File: config.mk
export PLATFORM = sky130hd
export DESIGN_NAME = global_gpio_and_interrupt_summary
export DESIGN_NICKNAME = d
export VERILOG_FILES = /design/src/rtl/gpio_summary_pkg.sv /design/src/rtl/gpio_core_if.sv /design/src/rtl/gpio_pin_mux.sv /design/src/rtl/gpio_irq_summary.sv /design/src/rtl/global_gpio_and_interrupt_summary.sv
export VERILOG_INCLUDE_DIRS = /design/src /design/src/rtl
export SDC_FILE = /design/constraint.sdc
export NUM_CORES = 1
export LEC_CHECK = 0
export BUFFER_PORTS_ARGS = -buffer_cell sky130_fd_sc_hd__clkbuf_2
export CAP_MARGIN = 40
export CORE_MARGIN = 5
export CORE_UTILIZATION = 42
export DETAILED_ROUTE_END_ITERATION = 8
export PLACE_DENSITY = 0.69
export SLEW_MARGIN = 15
export SYNTH_ARGS = -nofsm -noshare
export SYNTH_HDL_FRONTEND = slang
export SYNTH_SLANG_ARGS = --single-unit
File: constraint.sdc
create_clock -name clk_sys_in -period 3.1 [get_ports clk_sys_in]
set_input_delay 0.465 -clock clk_sys_in [delete_from_list [all_inputs] [get_ports clk_sys_in]]
set_output_delay 0.465 -clock clk_sys_in [all_outputs]
set_load 0.02 [all_outputs]
File: src/rtl/gpio_summary_map.svh
// register offsets, field positions, codes and reset values of the block
`ifndef GPIO_SUMMARY_MAP_SVH
`define GPIO_SUMMARY_MAP_SVH

`define ADDR_W              8
`define DATA_W              16

`define OFF_PIN_FUNC_SEL    8'h0a
`define OFF_IRQ_SUM_STATUS  8'h10
`define OFF_IRQ_SUM_ENABLE  8'h12
`define OFF_GLOBAL_LIVE     8'h14
`define OFF_GLOBAL_CTRL     8'h20
`define OFF_EVENT_STATUS    8'h22
`define OFF_EVENT_MASK      8'h24

`define RST_PIN_FUNC_SEL    16'h0000
`define RST_IRQ_SUM_ENABLE  16'h0000
`define RST_GLOBAL_CTRL     16'h0000
`define RST_EVENT_STATUS    2'h0
`define RST_EVENT_MASK      2'h0

`define BIT_PORT_SUMMARY    4
`define BIT_GLOBAL_SUMMARY  0
`define BIT_PLL_LOCK_LOST   1
`define BIT_PERF_DONE       0

`define CTRL_REF_SEL_LSB    1
`define CTRL_REF_SEL_MSB    3
`define CTRL_PM_MODE_LSB    4
`define CTRL_PM_MODE_MSB    5
`define CTRL_ERR_SRC        6
`define CTRL_REF8K_IN       8
`define CTRL_REF8K_OUT      9
`define CTRL_WMASK          16'h037e

`define PIN_SEL_INPUT       2'h0
`define PIN_SEL_STATUS      2'h1
`define PIN_SEL_LOW         2'h2
`define PIN_SEL_HIGH        2'h3
`define PM_MODE_PIN         2'h1

`define REF_CODE_44M736     3'h0
`define REF_CODE_34M368     3'h1
`define REF_CODE_51M84      3'h2
`define REF_CODE_19M44      3'h3
`define REF_CODE_77M76      3'h4

`define N_PINS              8
`define N_PLLS              2

`endif

File: src/rtl/gpio_summary_pkg.sv
// types and shared decoding for the global pin and summary block
package gpio_summary_pkg;
`include "gpio_summary_map.svh"

   typedef logic [1:0] pin_sel_t;

   typedef enum logic [2:0] {
      REF_44M736,
      REF_34M368,
      REF_51M84,
      REF_19M44,
      REF_77M76,
      REF_UNDEFINED
   } ref_freq_t;

   function automatic ref_freq_t decode_ref(input logic [2:0] code);
      ref_freq_t f;
      f = REF_UNDEFINED;
      case (code)
         `REF_CODE_44M736: f = REF_44M736;
         `REF_CODE_34M368: f = REF_34M368;
         `REF_CODE_51M84:  f = REF_51M84;
         `REF_CODE_19M44:  f = REF_19M44;
         `REF_CODE_77M76:  f = REF_77M76;
         default:          f = REF_UNDEFINED;
      endcase
      return f;
   endfunction

   function automatic pin_sel_t pin_sel(input logic [15:0] reg_val,
                                        input int          pin);
      return reg_val[2*pin +: 2];
   endfunction
endpackage

File: src/rtl/gpio_core_if.sv
// signals between the top and its pin mux and summary logic
`timescale 1ns/10ps
`default_nettype none
interface gpio_core_if;
   logic [15:0] pin_sel;
   logic [1:0]  pm_mode;
   logic        err_src;
   logic        r8k_in_sel;
   logic        r8k_out_sel;
   logic        ref8k_drive;
   logic [15:0] porta_st;
   logic [15:0] portb_st;
   logic [3:0]  porta_pick;
   logic [3:0]  portb_pick;
   logic [7:0]  pin_in;
   logic [7:0]  drv_val;
   logic [7:0]  drv_oe_n;
   logic        upd_req;
   logic        err_req;
   logic        r8k_ref;
   logic        port_irq_status_reg_any;
   logic        glob_pending;
   logic        port_en;
   logic        glob_en;
   logic        port_flag;
   logic        glob_flag;
   logic        int_active;

   modport top (output pin_sel, pm_mode, err_src, r8k_in_sel, r8k_out_sel,
                ref8k_drive, porta_st, portb_st, porta_pick, portb_pick,
                pin_in, port_irq_status_reg_any, glob_pending, port_en, glob_en,
                input drv_val, drv_oe_n, upd_req, err_req, r8k_ref,
                port_flag, glob_flag, int_active);
   modport pins (input pin_sel, pm_mode, err_src, r8k_in_sel, r8k_out_sel,
                 ref8k_drive, porta_st, portb_st, porta_pick, portb_pick,
                 pin_in,
                 output drv_val, drv_oe_n, upd_req, err_req, r8k_ref);
   modport irq (input port_irq_status_reg_any, glob_pending, port_en, glob_en,
                output port_flag, glob_flag, int_active);
endinterface
`default_nettype wire

File: src/rtl/gpio_pin_mux.sv
// per-pin function select with overrides from other global functions
`timescale 1ns/10ps
`default_nettype none
`include "gpio_summary_map.svh"
module gpio_pin_mux
(
   gpio_core_if.pins bus   // control in, pin drive and requests out
);
   import gpio_summary_pkg::*;

   logic pin8_taken;
   logic pin6_taken;
   logic pin4_taken;
   logic pin2_taken;

   assign pin8_taken = (bus.pm_mode == `PM_MODE_PIN);                // RULE_03
   assign pin6_taken = bus.err_src;                                  // RULE_04
   assign pin4_taken = bus.r8k_in_sel;                               // RULE_05
   assign pin2_taken = bus.r8k_out_sel;                              // RULE_06

   // taken pins stay inputs; pin 2 carries the 8 kHz output instead
   genvar p;
   generate
      for (p = 0; p < `N_PINS; p++)
      begin : g_pin
         pin_sel_t sel;
         logic     taken;
         logic     status_bit;
         always_comb
         begin
            sel        = pin_sel(bus.pin_sel, p);                    // RULE_02
            taken      = (p == 7 && pin8_taken) || (p == 5 && pin6_taken)
                         || (p == 3 && pin4_taken);
            status_bit = 1'b0;
            if (p == 0)
               status_bit = bus.porta_st[bus.porta_pick];            // RULE_07
            else if (p == 1)
               status_bit = bus.portb_st[bus.portb_pick];            // RULE_06
            bus.drv_val[p]  = 1'b0;
            bus.drv_oe_n[p] = 1'b1;
            if (p == 1 && pin2_taken)
            begin
               bus.drv_val[p]  = bus.ref8k_drive;                    // RULE_06
               bus.drv_oe_n[p] = 1'b0;
            end
            else if (!taken)
            begin
               case (sel)
                  `PIN_SEL_LOW:
                  begin
                     bus.drv_oe_n[p] = 1'b0;
                  end
                  `PIN_SEL_HIGH:
                  begin
                     bus.drv_val[p]  = 1'b1;
                     bus.drv_oe_n[p] = 1'b0;
                  end
                  `PIN_SEL_STATUS:
                  begin
                     // reserved code on pins 3 to 8 leaves the pin an input
                     if (p < 2)
                     begin
                        bus.drv_val[p]  = status_bit;
                        bus.drv_oe_n[p] = 1'b0;
                     end
                  end
                  default:
                  begin
                     bus.drv_oe_n[p] = 1'b1;
                  end
               endcase
            end
         end
      end
   endgenerate

   assign bus.upd_req = pin8_taken & bus.pin_in[7];                  // RULE_13
   assign bus.err_req = pin6_taken & bus.pin_in[5];                  // RULE_14
   // reference reads low when the pin is not selected for it
   assign bus.r8k_ref = pin4_taken & bus.pin_in[3];                  // RULE_15
endmodule // gpio_pin_mux
`default_nettype wire

File: src/rtl/gpio_irq_summary.sv
// folds port and global pending status into two summary flags
`timescale 1ns/10ps
`default_nettype none
module gpio_irq_summary
(
   gpio_core_if.irq bus   // pending status and enables in, flags out
);
   import gpio_summary_pkg::*;

   assign bus.port_flag  = bus.port_irq_status_reg_any;                         // RULE_08
   assign bus.glob_flag  = bus.glob_pending;                         // RULE_09
   assign bus.int_active = (bus.port_flag & bus.port_en)             // RULE_10
                         | (bus.glob_flag & bus.glob_en);            // RULE_11
endmodule // gpio_irq_summary
`default_nettype wire

File: src/rtl/global_gpio_and_interrupt_summary.sv
// global pin control, reference select and interrupt summary of the device
//
// The plain strobed port was left to the implementer.
`timescale 1ns/10ps
`default_nettype none
`include "gpio_summary_map.svh"
// Overview of operation
// RULE_01 - ref select 000..100 picks reference frequency
// RULE_02 - pin code 00 input, 10 low, 11 high
// RULE_03 - pin 8 select ignored in pin update mode
// RULE_04 - pin 6 select ignored when error source set
// RULE_05 - pin 4 select ignored when 8k input set
// RULE_06 - pin 2 code 01 outputs picked port B status
// RULE_07 - pin 1 code 01 outputs picked port A status
// RULE_08 - port summary bit 4 follows any port status
// RULE_09 - global summary bit 0: latched and enabled
// RULE_10 - port summary and enable pull interrupt low
// RULE_11 - global summary and enable pull interrupt low
// RULE_12 - lock lost bit 1 high when any PLL unlocked
// RULE_13 - pin 8 level is update request in mode 01
// RULE_14 - pin 6 is error insert request when selected
// RULE_15 - pin 4 carries external 8 kHz reference
// RULE_16 - update done bit 0 ANDs enabled port updates
// RULE_17 - summary and live status bits are read-only
// RULE_18 - interrupt is OR of both, releases when clear
module global_gpio_and_interrupt_summary
(
   input  wire logic                 clk_sys_in,           // 200 MHz clock
   input  wire logic                 resetn_in,            // async reset, low
   input  wire logic [`ADDR_W-1:0]   addr_in,              // register offset
   input  wire logic [`DATA_W-1:0]   wr_data_in,           // write data
   input  wire logic                 wr_in,                // write strobe
   input  wire logic                 rd_in,                // read strobe
   output logic      [`DATA_W-1:0]   rd_data_out,          // read data, +1
   input  wire logic [`N_PINS-1:0]   gpio_in,              // pin levels in
   output logic      [`N_PINS-1:0]   gpio_out,             // pin drive value
   output logic      [`N_PINS-1:0]   gpio_oe_n_out,        // low: drive pin
   input  wire logic [15:0]          port_irq_status_in,   // port status reg
   input  wire logic [15:0]          porta_status_in,      // port A signals
   input  wire logic [15:0]          portb_status_in,      // port B signals
   input  wire logic [3:0]           porta_status_pick_in, // port A pick
   input  wire logic [3:0]           portb_status_pick_in, // port B pick
   input  wire logic                 ref8k_drive_in,       // 8 kHz out level
   input  wire logic [`N_PLLS-1:0]   pll_locked_in,        // PLL lock flags
   input  wire logic                 port_update_done_in,  // port PM done
   input  wire logic                 port_update_en_in,    // global update on
   output logic                      perf_update_req_out,  // PM update req
   output logic                      error_insert_req_out, // error insert req
   output logic                      ref8k_in_out,         // ext 8 kHz ref
   output gpio_summary_pkg::ref_freq_t ref_freq_out,       // adapter ref
   output logic                      int_n_out,            // interrupt, low
   output logic                      irq_out               // event irq, high
);
   import gpio_summary_pkg::*;

   gpio_core_if core ();

   logic [1:0]          rst_sync_r;
   logic                rst_n;
   logic [15:0]         pin_sel_r,   pin_sel_nxt;
   logic [15:0]         sum_en_r,    sum_en_nxt;
   logic [15:0]         ctrl_r,      ctrl_nxt;
   logic [1:0]          evt_r,       evt_nxt;
   logic [1:0]          evt_mask_r,  evt_mask_nxt;
   logic [1:0]          live_prev_r;
   logic [`DATA_W-1:0]  rdata_r,     rdata_nxt;
   logic [`N_PINS-1:0]  gpio_r;
   logic [`N_PINS-1:0]  gpio_oe_n_r;
   logic                upd_r;
   logic                err_r;
   logic                r8k_r;
   ref_freq_t           ref_r;
   logic                int_n_r;
   logic                irq_r;
   logic [1:0]          live;
   logic [1:0]          evt_rise;
   logic [15:0]         sum_status;
   logic [15:0]         live_status;

   // reset released through two flops, asserted without the clock
   always_ff @(posedge clk_sys_in or negedge resetn_in)
   begin
      if (!resetn_in)
         rst_sync_r <= 2'h0;
      else
         rst_sync_r <= {rst_sync_r[0], 1'b1};
   end
   assign rst_n = rst_sync_r[1];

   assign live[`BIT_PLL_LOCK_LOST] = ~&pll_locked_in;                // RULE_12
   // with one port, the AND of enabled ports is that port when enabled
   assign live[`BIT_PERF_DONE]     = port_update_done_in
                                   | ~port_update_en_in;             // RULE_16
   assign evt_rise = live & ~live_prev_r;

   assign core.pin_sel      = pin_sel_r;
   assign core.pm_mode      = ctrl_r[`CTRL_PM_MODE_MSB:`CTRL_PM_MODE_LSB];
   assign core.err_src      = ctrl_r[`CTRL_ERR_SRC];
   assign core.r8k_in_sel   = ctrl_r[`CTRL_REF8K_IN];
   assign core.r8k_out_sel  = ctrl_r[`CTRL_REF8K_OUT];
   assign core.ref8k_drive  = ref8k_drive_in;
   assign core.porta_st     = porta_status_in;
   assign core.portb_st     = portb_status_in;
   assign core.porta_pick   = porta_status_pick_in;
   assign core.portb_pick   = portb_status_pick_in;
   assign core.pin_in       = gpio_in;
   assign core.port_irq_status_reg_any = |port_irq_status_in;                   // RULE_08
   assign core.glob_pending = |(evt_r & evt_mask_r);                 // RULE_09
   assign core.port_en      = sum_en_r[`BIT_PORT_SUMMARY];
   assign core.glob_en      = sum_en_r[`BIT_GLOBAL_SUMMARY];

   gpio_pin_mux u_pins
   (
      .bus (core.pins)
   );

   gpio_irq_summary u_irq
   (
      .bus (core.irq)
   );

   always_comb
   begin
      sum_status = 16'h0000;
      sum_status[`BIT_PORT_SUMMARY]   = core.port_flag;
      sum_status[`BIT_GLOBAL_SUMMARY] = core.glob_flag;
      live_status = {14'h0000, live};
   end

   // register file: software writes steer pins, reads show live state
   always_comb
   begin
      pin_sel_nxt  = pin_sel_r;
      sum_en_nxt   = sum_en_r;
      ctrl_nxt     = ctrl_r;
      evt_mask_nxt = evt_mask_r;
      evt_nxt      = evt_r;
      rdata_nxt    = 16'h0000;
      if (wr_in)
      begin
         case (addr_in)
            `OFF_PIN_FUNC_SEL:   pin_sel_nxt  = wr_data_in;
            `OFF_IRQ_SUM_ENABLE: sum_en_nxt   = wr_data_in
                                 & ((16'h0001 << `BIT_PORT_SUMMARY)
                                 | (16'h0001 << `BIT_GLOBAL_SUMMARY));
            `OFF_GLOBAL_CTRL:    ctrl_nxt     = wr_data_in & `CTRL_WMASK;
            `OFF_EVENT_STATUS:   evt_nxt      = evt_r & ~wr_data_in[1:0];
            `OFF_EVENT_MASK:     evt_mask_nxt = wr_data_in[1:0];
            // summary and live status ignore writes
            default:             rdata_nxt    = 16'h0000;            // RULE_17
         endcase
      end
      // a new event wins over a clear in the same cycle
      evt_nxt = evt_nxt | evt_rise;
      if (rd_in)
      begin
         case (addr_in)
            `OFF_PIN_FUNC_SEL:   rdata_nxt = pin_sel_r;
            `OFF_IRQ_SUM_STATUS: rdata_nxt = sum_status;             // RULE_17
            `OFF_IRQ_SUM_ENABLE: rdata_nxt = sum_en_r;
            `OFF_GLOBAL_LIVE:    rdata_nxt = live_status;            // RULE_12
            `OFF_GLOBAL_CTRL:    rdata_nxt = ctrl_r;
            `OFF_EVENT_STATUS:   rdata_nxt = {14'h0000, evt_r};
            `OFF_EVENT_MASK:     rdata_nxt = {14'h0000, evt_mask_r};
            default:             rdata_nxt = 16'h0000;
         endcase
      end
   end

   always_ff @(posedge clk_sys_in or negedge rst_n)
   begin
      if (!rst_n)
      begin
         pin_sel_r   <= `RST_PIN_FUNC_SEL;
         sum_en_r    <= `RST_IRQ_SUM_ENABLE;
         ctrl_r      <= `RST_GLOBAL_CTRL;
         evt_r       <= `RST_EVENT_STATUS;
         evt_mask_r  <= `RST_EVENT_MASK;
         live_prev_r <= 2'h3;   // no false rise at reset
         rdata_r     <= 16'h0000;
      end
      else
      begin
         pin_sel_r   <= pin_sel_nxt;
         sum_en_r    <= sum_en_nxt;
         ctrl_r      <= ctrl_nxt;
         evt_r       <= evt_nxt;
         evt_mask_r  <= evt_mask_nxt;
         live_prev_r <= live;
         rdata_r     <= rdata_nxt;
      end
   end

   // every top output registered; one cycle from core logic to pin, two from a register write
   always_ff @(posedge clk_sys_in or negedge rst_n)
   begin
      if (!rst_n)
      begin
         gpio_r      <= 8'h00;
         gpio_oe_n_r <= 8'hff;
         upd_r       <= 1'b0;
         err_r       <= 1'b0;
         r8k_r       <= 1'b0;
         ref_r       <= REF_44M736;
         int_n_r     <= 1'b1;
         irq_r       <= 1'b0;
      end
      else
      begin
         gpio_r      <= core.drv_val;                                // RULE_02
         gpio_oe_n_r <= core.drv_oe_n;
         upd_r       <= core.upd_req;                                // RULE_13
         err_r       <= core.err_req;                                // RULE_14
         r8k_r       <= core.r8k_ref;                                // RULE_15
         ref_r       <= decode_ref(ctrl_r[`CTRL_REF_SEL_MSB:
                                          `CTRL_REF_SEL_LSB]);       // RULE_01
         int_n_r     <= ~core.int_active;                            // RULE_18
         irq_r       <= |(evt_r & evt_mask_r);
      end
   end

   assign rd_data_out          = rdata_r;
   assign gpio_out             = gpio_r;
   assign gpio_oe_n_out        = gpio_oe_n_r;
   assign perf_update_req_out  = upd_r;
   assign error_insert_req_out = err_r;
   assign ref8k_in_out         = r8k_r;
   assign ref_freq_out         = ref_r;
   assign int_n_out            = int_n_r;
   assign irq_out              = irq_r;
endmodule // global_gpio_and_interrupt_summary
`default_nettype wire

# Word level (Yosys, flattened, before mapping)
# Index checks and enable logic that the tools add are counted.
[op_classes]
order_cmp = 2
n_eq_ne = 30
mux = 33
n_bitwise = 15
n_reduce_logical = 17
[op_table]
columns = ["operator", "n"]
rows = [
  ["one-hot mux 16 bit (7 select lines)", 1],
  ["== test 2 bit (second input constant)", 16],
  ["== test 8 x 5 -> 1 bit (second input constant)", 3],
  ["== test 8 x 6 -> 1 bit (second input constant)", 3],
  ["2-to-1 mux 1 bit", 24],
  ["2-to-1 mux 16 bit", 1],
  ["OR reduction 16 bit", 1],
  ["one-hot mux 3 bit (5 select lines)", 1],
  ["OR reduction 2 bit", 7],
  ["less-than comparator 4 x 5 -> 1 bit (second input constant)", 2],
  ["AND reduction 2 bit", 5],
  ["binary-select mux 1 bit (select 4 bit)", 2],
  ["== test 8 x 4 -> 1 bit (second input constant)", 1],
  ["AND 2 bit", 3],
  ["== test 2 x 1 -> 1 bit (second input constant)", 3],
  ["== test 3 x 2 -> 1 bit (second input constant)", 2],
  ["OR reduction 3 bit", 2],
  ["AND 1 bit", 5],
  ["2-to-1 mux 2 bit", 2],
  ["inverter 2 bit", 2],
  ["one-hot mux 1 bit (2 select lines)", 2],
  ["== test 3 x 1 -> 1 bit (second input constant)", 1],
  ["== test 3 bit (second input constant)", 1],
  ["logical NOT 3 bit", 1],
  ["other kinds (4)", 6],
]
[word_totals]
register_bits = 74
input_bits = 97
out_inout_bits = 40

# Longest topological paths before layout
# Gate-level depths: netlist (run 1).
[logic_depth]
ltp_word = 5
depth_mapped = 6
depth_no_buf = 4

# By module
# A second synthesis (run 1) with hierarchy kept.
[hier_totals]
hier_cells = 235
area_unflattened_um2 = 3244.4
[by_module_without_submodules]
columns = ["module", "instances", "cells_each", "area_each_um2", "seq_area_each_um2"]
rows = [
  ["global_gpio_and_interrupt_summary", 1, 188, 2813.9, 1865.5],
  ["gpio_pin_mux", 1, 44, 406.6, 0.0],
  ["gpio_irq_summary", 1, 3, 23.8, 0.0],
]

# Worst setup path before layout (run 1)
# Ideal clock, no wire load.
[synth_timing]
path_kind = "input port to flip-flop"
startpoint = "in addr_in[2]"
endpoint = "reg pin_sel_r[10] (netlist: core.pin_sel[10])"
setup_time_ns = 0.125
t_arrival_ns = 2.004
t_required_ns = 2.975
path_slack_ns = 0.971
cell_stages = 6
cell_sequence = "buf_6 > or3b_4 > nor4b_4 > nand2_4 > buf_6 > mux2_4"
[synth_between]
elab_chain_cells = 2
[synth_lines]
columns = ["item", "line_no", "text"]
rows = [
  ["from (decl)", "global_gpio_and_interrupt_summary.sv:30", "input wire logic [`ADDR_W-1:0] addr_in,"],
  ["== test 8 x 4 -> 1 bit", "global_gpio_and_interrupt_summary.sv:141", "case (addr_in)"],
  ["AND reduction 2 bit (no source line)", "n/a", ""],
  ["to (signal assigned)", "global_gpio_and_interrupt_summary.sv:174", "pin_sel_r <= `RST_PIN_FUNC_SEL;"],
  ["to (signal assigned)", "global_gpio_and_interrupt_summary.sv:184", "pin_sel_r <= pin_sel_nxt;"],
  ["to (decl)", "global_gpio_and_interrupt_summary.sv:60", "logic [15:0] pin_sel_r, pin_sel_nxt;"],
]
# Every way passes these cells.
# A chain may end at the register's enable or synchronous reset.

# Worst setup path after layout (run 1)
# Ends and elaborated chain as after synthesis.

==> results.py, run 1 <==
metrics = {
    "clocking": {
        "clockBufferDepth": 2,
        "cts_sinks": 74,
        "postCtsResizedCells": 0,
        "cts_tree": "done",
        "cts.root.buffer_cell": "clkbuf_8",
        "path_clk_slew_ns": 0.08,
        "clk_latency_ns": 0.34,
        "htree_levels": 3,
        "cts-buffers-inserted": 9,
    },
    "drt": {
        "routed_wirelength_um": 7286,
        "drc": 0,
        "viasPerCell": 5.086,
        "dr.pass1.iters": 4,
        "wl_per_cell_um": 15.60,
        "drtAntennaViolNets": 0,
        "first_iter_violations": 93,
        "vias": 2375,
    },
    "worst_setup_path": {
        "crit_path_start_kind": "input pin",
        "path_class": "input pin to register",
        "path_max_fanout": 16,
        "cp_data_arrival_time_ns": 2.38,
        "r2r-end": "gpio_oe_n_out[2]",
        "regToRegSetupSlack_ns": 1.96,
        "reg2reg_depth": 1,
        "critPathRequiredTime_ns": 3.32,
        "r2r-start": "rst_sync_r[1]",
        "cp-end-kind": "register",
    },
    "finish": {
        "area_delta_synth_final_pct": 31.41,
        "n_antenna_cell": 0,
        "nFillCells": 647,
        "finalNetCount": 460,
        "drive_gt1_share_pct": 55.16,
        "finalNonFillerCells": 467,
    },
    "yosys": {
        "syn_nets": 321,
        "synth_area_sq_um": 3159,
        "synth.avg_cell_area_sq_um": 14.10,
        "async_flop_share_pct": 100.0,
        "synth_edf_count": 0,
        "netlist_instances": 224,
        "synthDistinctLibCells": 47,
        "yosys_most_used_dff": "dfrtp_1",
        "synth-seq-cells": 74,
        "seq_area_frac_synth_pct": 59.05,
        "yosys_warnings": 0,
    },
    "sta": {
        "relSlewSlack_pct": 56.90,
        "finClkSkew_ns": 0.01122,
        "worstMarginPinSlew_ns": 0.6464,
        "finalSetupViolations": 0,
        "final_hold_viol_count": 0,
        "setup_tns_ns": 0,
        "max_freq_ghz": 0.4636,
        "rsz0062_at_grt": "false",
        "finalCritPeriodShare_pct": 69.58,
        "period_minus_slack_ns": 2.157,
        "maxSlewViolCount": 0,
    },
    "place": {
        "portBuffers": 131,
        "gp_congestion": 0.8728,
        "placed_cells": 450,
        "hpwl_um": 5686,
    },
    "power": {
        "p_clk_share_pct": 39.6,
        "p_sw_share_pct": 23.26,
        "p_leak_nw": 2.142,
        "power_density_nw_per_um2": 490.7,
        "internal-power_mw": 1.563,
        "switchingPower_uw": 473.8,
        "ir_worst_vdd_mv": 0.2302,
        "p_comb_share_pct": 9.8,
        "power_mw": 2.037,
        "power_frac_seq_pct": 50.6,
    },
    "global_route": {
        "grt_pass1_wl_um": 12250,
        "antenna_found_initial": 0,
        "grt_pass1_vias": 2559,
        "track_usage_pct": 16.07,
        "gr-total-overflow": 0,
        "grt_max_degree": 32,
    },
    "min_path": {
        "worstHoldPathType": "register to async pin",
    },
    "floorplanning": {
        "die_area_sq_um": 9357,
        "fp.dieW_um": 96.73,
        "die_height_um": 96.73,
        "fp-row-count": 31,
        "boundaryPins": 137,
        "core_region_area_sq_um": 7292,
        "initial_core_util_pct": 43.33,
    },
    "job": {
        "maxCapViolations": 0,
    },
    "run_status": {
        "status": "finished, final reports clean",
    },
}
per-layer routing:
layer	wire (um)	global-route usage, %	vias up
met3	592	5.755	10
met5	0	0	-
li1	-	-	1109
met1	2952	19.82	1152
met4	87	5.292	0
met2	3654	26.27	104
layout make-up:
type	instances	area (sq um)	share of cell area, %
Tap cell	99	123.9	2.984
Clock inverter	6	91.34	2.200
Timing Repair Buffer	136	695.7	16.76
Sequential cell	74	1867	44.97
Clock buffer	10	127.6	3.074
Inverter	10	37.54	0.9042
Multi-Input combinational cell	132	1209	29.11
sequential cells by signal (all words and copies together), names as in the netlist:
signal / flops
core.pin_sel: 16
ctrl_r: 8
error_insert_req_out: 1
evt_mask_r: 2
evt_r: 2
gpio_oe_n_out: 8
gpio_out: 8
int_n_out: 1
irq_out: 1
live_prev_r: 2
perf_update_req_out: 1
rd_data_out: 16
ref8k_in_out: 1
ref_freq_out: 3
rst_sync_r: 2
sum_en_r: 2
metrics by stage:
step                      util, %  instance area (sq um)  setup slack, ns  hold slack, ns
final                       56.93                   4151           0.9430          0.2963
after global routing        56.93                   4151           0.7700          0.2898
after CTS                   56.93                   4151           0.8967          0.2898
after detailed placement    53.79                   3923           0.5784          0.2523
after global placement      53.79                   3923           0.6071          0.2515
after floorplan                 -                   3159           0.9058          0.1694
worst max-delay path, stage by stage:
cell and delay (ns):
clkbuf_2 0.17, or3b_4 0.44, nor4b_4 0.61, nand2_4 0.31, mux2_4 0.37
cells in the mapped netlist, drive strengths merged, types with 3 or more instances:
cell type / count / share of area (%)
dfrtp: 63 / 50
nand4: 5 / 0.99
nand3b: 3 / 0.71
a22o: 7 / 1.9
and2: 6 / 1.2
nor4b: 4 / 1.8
nor4: 5 / 0.99
mux2: 28 / 11
a21oi: 3 / 0.48
nand3: 5 / 0.79
and3: 8 / 1.6
mux4: 9 / 6.4
dfstp: 11 / 9.1
nor2b: 5 / 0.99
inv: 10 / 1.2
nand2: 6 / 0.95
nor2: 8 / 0.95
nor3: 3 / 0.48
nand2b: 3 / 0.59
buf: 6 / 1.3
worst max path at each step:
stage / from / end / cells past startpoint
2_1_floorplan: rst_sync_r[1] / core.pin_sel[0] / 0
3_5_place_dp: addr_in[2] / core.pin_sel[8] / 5
4_1_cts: addr_in[2] / core.pin_sel[10] / 5
3_3_place_gp: addr_in[2] / core.pin_sel[10] / 5
5_1_grt: addr_in[2] / core.pin_sel[10] / 5
6_report: addr_in[2] / core.pin_sel[10] / 5
layout by cell type (no fill, tap or decap), types with 2 or more instances in the layout:
| cell type | count |
|---|---|
| clkbuf_2 | 131 |
| dfrtp_1 | 62 |
| mux2_2 | 18 |
| dfstp_2 | 11 |
| inv_1 | 10 |
| mux2_4 | 10 |
| mux4_2 | 9 |
| clkbuf_8 | 9 |
| and3_1 | 8 |
| nor2_1 | 8 |
| a22o_1 | 7 |
| and2_1 | 6 |
| nor4_1 | 5 |
| nand4_1 | 5 |
| nand3_1 | 5 |
| nor2b_1 | 5 |
| nand2_1 | 5 |
| buf_4 | 4 |
| nor3_1 | 3 |
| a21oi_1 | 3 |
| nand3b_1 | 3 |
| nand2b_1 | 3 |
| clkinvlp_4 | 3 |
| nor4b_1 | 2 |
| a22oi_1 | 2 |
| o2bb2ai_1 | 2 |
| a32oi_1 | 2 |
| a21o_1 | 2 |
| bufinv_16 | 2 |
power groups by stage:
stage | combinational [mW] | sequential [mW] | clock [mW]
CTS | 0.204 | 1.03 | 0.820
floorplan | 0.0792 | 1.07 | 0
global placement | 0.195 | 1.05 | 0
global route | 0.221 | 1.04 | 0.864
finish | 0.200 | 1.03 | 0.806
detailed placement | 0.201 | 1.05 | 0
logic make-up (layout without fill, tap and decap cells):
logic type / after synthesis / count (layout) / synth area share, %
AOI/OAI and AO/OA: 28 / 28 / 6.971
xor gates and xnor gates: 1 / 1 / 0.2773
buffers and inverters: 18 / 162 / 2.693
DFF: 74 / 74 / 59.05
muxes: 38 / 38 / 17.90
other: 1 / 1 / 0.1187
and+or+nand+nor: 64 / 64 / 12.99
timing repair:
action                                 CTS  global route
hold buffers                             1             0
buffers inserted                         0             0
endpoints found under the hold margin    2             0
Power figures use the tool's default switching activity.
==> inputs of run 2 (changes only) <==
--- a/config.mk
+++ b/config.mk
@@ -11,7 +11,7 @@
 export CORE_MARGIN = 5
 export CORE_UTILIZATION = 42
 export DETAILED_ROUTE_END_ITERATION = 8
-export PLACE_DENSITY = 0.69
+export PLACE_DENSITY = 0.72
 export SLEW_MARGIN = 15
 export SYNTH_ARGS = -nofsm -noshare
 export SYNTH_HDL_FRONTEND = slang
==> constraint.sdc (replaced) <==
create_clock -name clk_sys_in -period 1.8 [get_ports clk_sys_in]
set_input_delay 0.27 -clock clk_sys_in [delete_from_list [all_inputs] [get_ports clk_sys_in]]
set_output_delay 0.27 -clock clk_sys_in [all_outputs]
set_load 0.02 [all_outputs]
==> run 2 against run 1 <==
Power rose by 69%. Largest power group unchanged. Combinational power rose by 85%. Via count rose by 1.5%. Critical endpoint is now core.pin_sel[12]. Clock skew fell by 0.0038 ns. Register-to-register slack got worse by 1.2 ns. Wire length rose by 3.1%.
==> results.py, run 2 (synthesis results as in run 1) <==
metrics = {
    "worst_setup_path": {
        "path_max_fanout": 16,
        "crit_path_start_kind": "input pin",
        "path_class": "input pin to register",
        "cp_data_arrival_time_ns": 1.75,
        "cp-end-kind": "register",
        "critPathRequiredTime_ns": 2.03,
    },
    "job": {
        "maxCapViolations": 0,
    },
    "clocking": {
        "cts_sinks": 74,
        "cts_hold_buf": 1,
        "postCtsSetupBuffers": 0,
        "clockBufferDepth": 2,
        "path_clk_slew_ns": 0.08,
        "clk_latency_ns": 0.35,
        "cts.root.buffer_cell": "clkbuf_8",
        "postCtsResizedCells": 0,
        "cts-buffers-inserted": 9,
        "htree_levels": 3,
        "cts_tree": "done",
    },
    "power": {
        "switchingPower_uw": 859.8,
        "power_frac_seq_pct": 51.6,
        "p_sw_share_pct": 25.03,
        "power_mw": 3.435,
        "p_comb_share_pct": 10.8,
        "power_density_nw_per_um2": 807.9,
        "ir_worst_vdd_mv": 0.2996,
        "p_leak_nw": 2.214,
        "p_clk_share_pct": 37.7,
        "internal-power_mw": 2.575,
    },
    "drt": {
        "wl_per_cell_um": 15.65,
        "drc": 0,
        "routed_wirelength_um": 7510,
        "vias": 2410,
        "viasPerCell": 5.021,
        "drtAntennaViolNets": 0,
        "dr.pass1.iters": 4,
        "first_iter_violations": 96,
    },
    "min_path": {
        "worstHoldPathType": "input pin to register",
    },
    "global_route": {
        "antenna_found_initial": 0,
        "grt_max_degree": 58,
        "track_usage_pct": 17.05,
        "gr-total-overflow": 0,
        "grt_pass1_vias": 2675,
        "grt_pass1_wl_um": 12950,
    },
    "place": {
        "placed_cells": 463,
        "post_dp_cell_area_sq_um": 4041,
        "gp_congestion": 0.8761,
        "portBuffers": 131,
        "hpwl_um": 6012,
    },
    "sta": {
        "worstMarginPinSlew_ns": 0.5288,
        "maxSlewViolCount": 0,
        "fin_hold_ws_ns": 0.09658,
        "setup_tns_ns": 0,
        "finClkSkew_ns": 0.007428,
        "final_hold_viol_count": 0,
        "rsz0062_at_grt": "false",
        "relSlewSlack_pct": 64.25,
        "finalCritPeriodShare_pct": 84.28,
        "max_freq_ghz": 0.6592,
        "finalSetupViolations": 0,
        "period_minus_slack_ns": 1.517,
    },
    "finish": {
        "n_antenna_cell": 0,
        "nFillCells": 619,
        "finalNonFillerCells": 480,
        "fin_area_sq_um": 4252,
        "mostFrequentLayoutCells": "clkbuf_2 (131), dfrtp_1 (62), mux2_2 (18), buf_4 (16), dfstp_2 (11)",
        "drive_gt1_share_pct": 56.96,
        "finalNetCount": 473,
        "mostFrequentLayoutCell": "clkbuf_2",
        "area_delta_synth_final_pct": 34.57,
    },
    "floorplanning": {
        "core_region_area_sq_um": 7292,
        "die_area_sq_um": 9357,
        "fp.dieW_um": 96.73,
        "initial_core_util_pct": 43.33,
        "boundaryPins": 137,
        "fp-row-count": 31,
        "die_height_um": 96.73,
    },
    "run_status": {
        "status": "finished, final reports clean",
    },
}
## run 2: final timing paths
check,from,end,slack [ns],cells past startpoint
setup reg to reg,evt_r[1],rd_data_out[0],0.72,3
hold reg to reg,rst_sync_r[1],gpio_out[6],0.18,0
setup / recovery,addr_in[0],core.pin_sel[12],0.28,5
min in group asynchronous,rst_sync_r[1],gpio_out[6],0.18,0
max in group asynchronous,rst_sync_r[1],gpio_oe_n_out[0],0.96,1
hold / removal,pll_locked_in[1],live_prev_r[1],0.1,2
## run 2: metrics by stage
step                utilization, %  setup WS (ns)
floorplan                        -        -0.1325
global placement             55.42       -0.05868
detailed placement           55.42        -0.1001
CTS                          58.30         0.2929
global route                 58.30         0.2161
finish                       58.30         0.2829
## run 2: layer usage
layer | wire [um] | track usage, % | vias up
li1 | - | - | 1133
met1 | 3132 | 21.13 | 1149
met2 | 3657 | 27.60 | 116
met3 | 597 | 5.324 | 12
met4 | 122 | 7.127 | 0
met5 | 0 | 0 | -
## run 2: layout make-up
cell class | count | area (sq um) | area share [%]
inverters | 10 | 37.54 | 0.8829
clock inverters | 7 | 76.32 | 1.795
repair buffers | 149 | 805.8 | 18.95
well taps | 99 | 123.9 | 2.913
clock buffers | 9 | 123.9 | 2.913
flip-flops and latches | 74 | 1867 | 43.91
multi-input cells | 132 | 1217 | 28.63
## run 2: power groups by stage
| stage | Combinational (mW) | Clock [mW] | Sequential, mW |
|---|---|---|---|
| finish | 0.369 | 1.29 | 1.77 |
| global route | 0.408 | 1.41 | 1.78 |
| CTS | 0.375 | 1.32 | 1.77 |
| detailed placement | 0.372 | 0 | 1.81 |
| global placement | 0.362 | 0 | 1.80 |
| floorplan | 0.139 | 0 | 1.84 |
## run 2: critical path, stage by stage
cell	delay, ns
clkbuf_2	0.09
or3b_4	0.42
nor4b_4	0.37
nand2_4	0.25
mux2_4	0.35
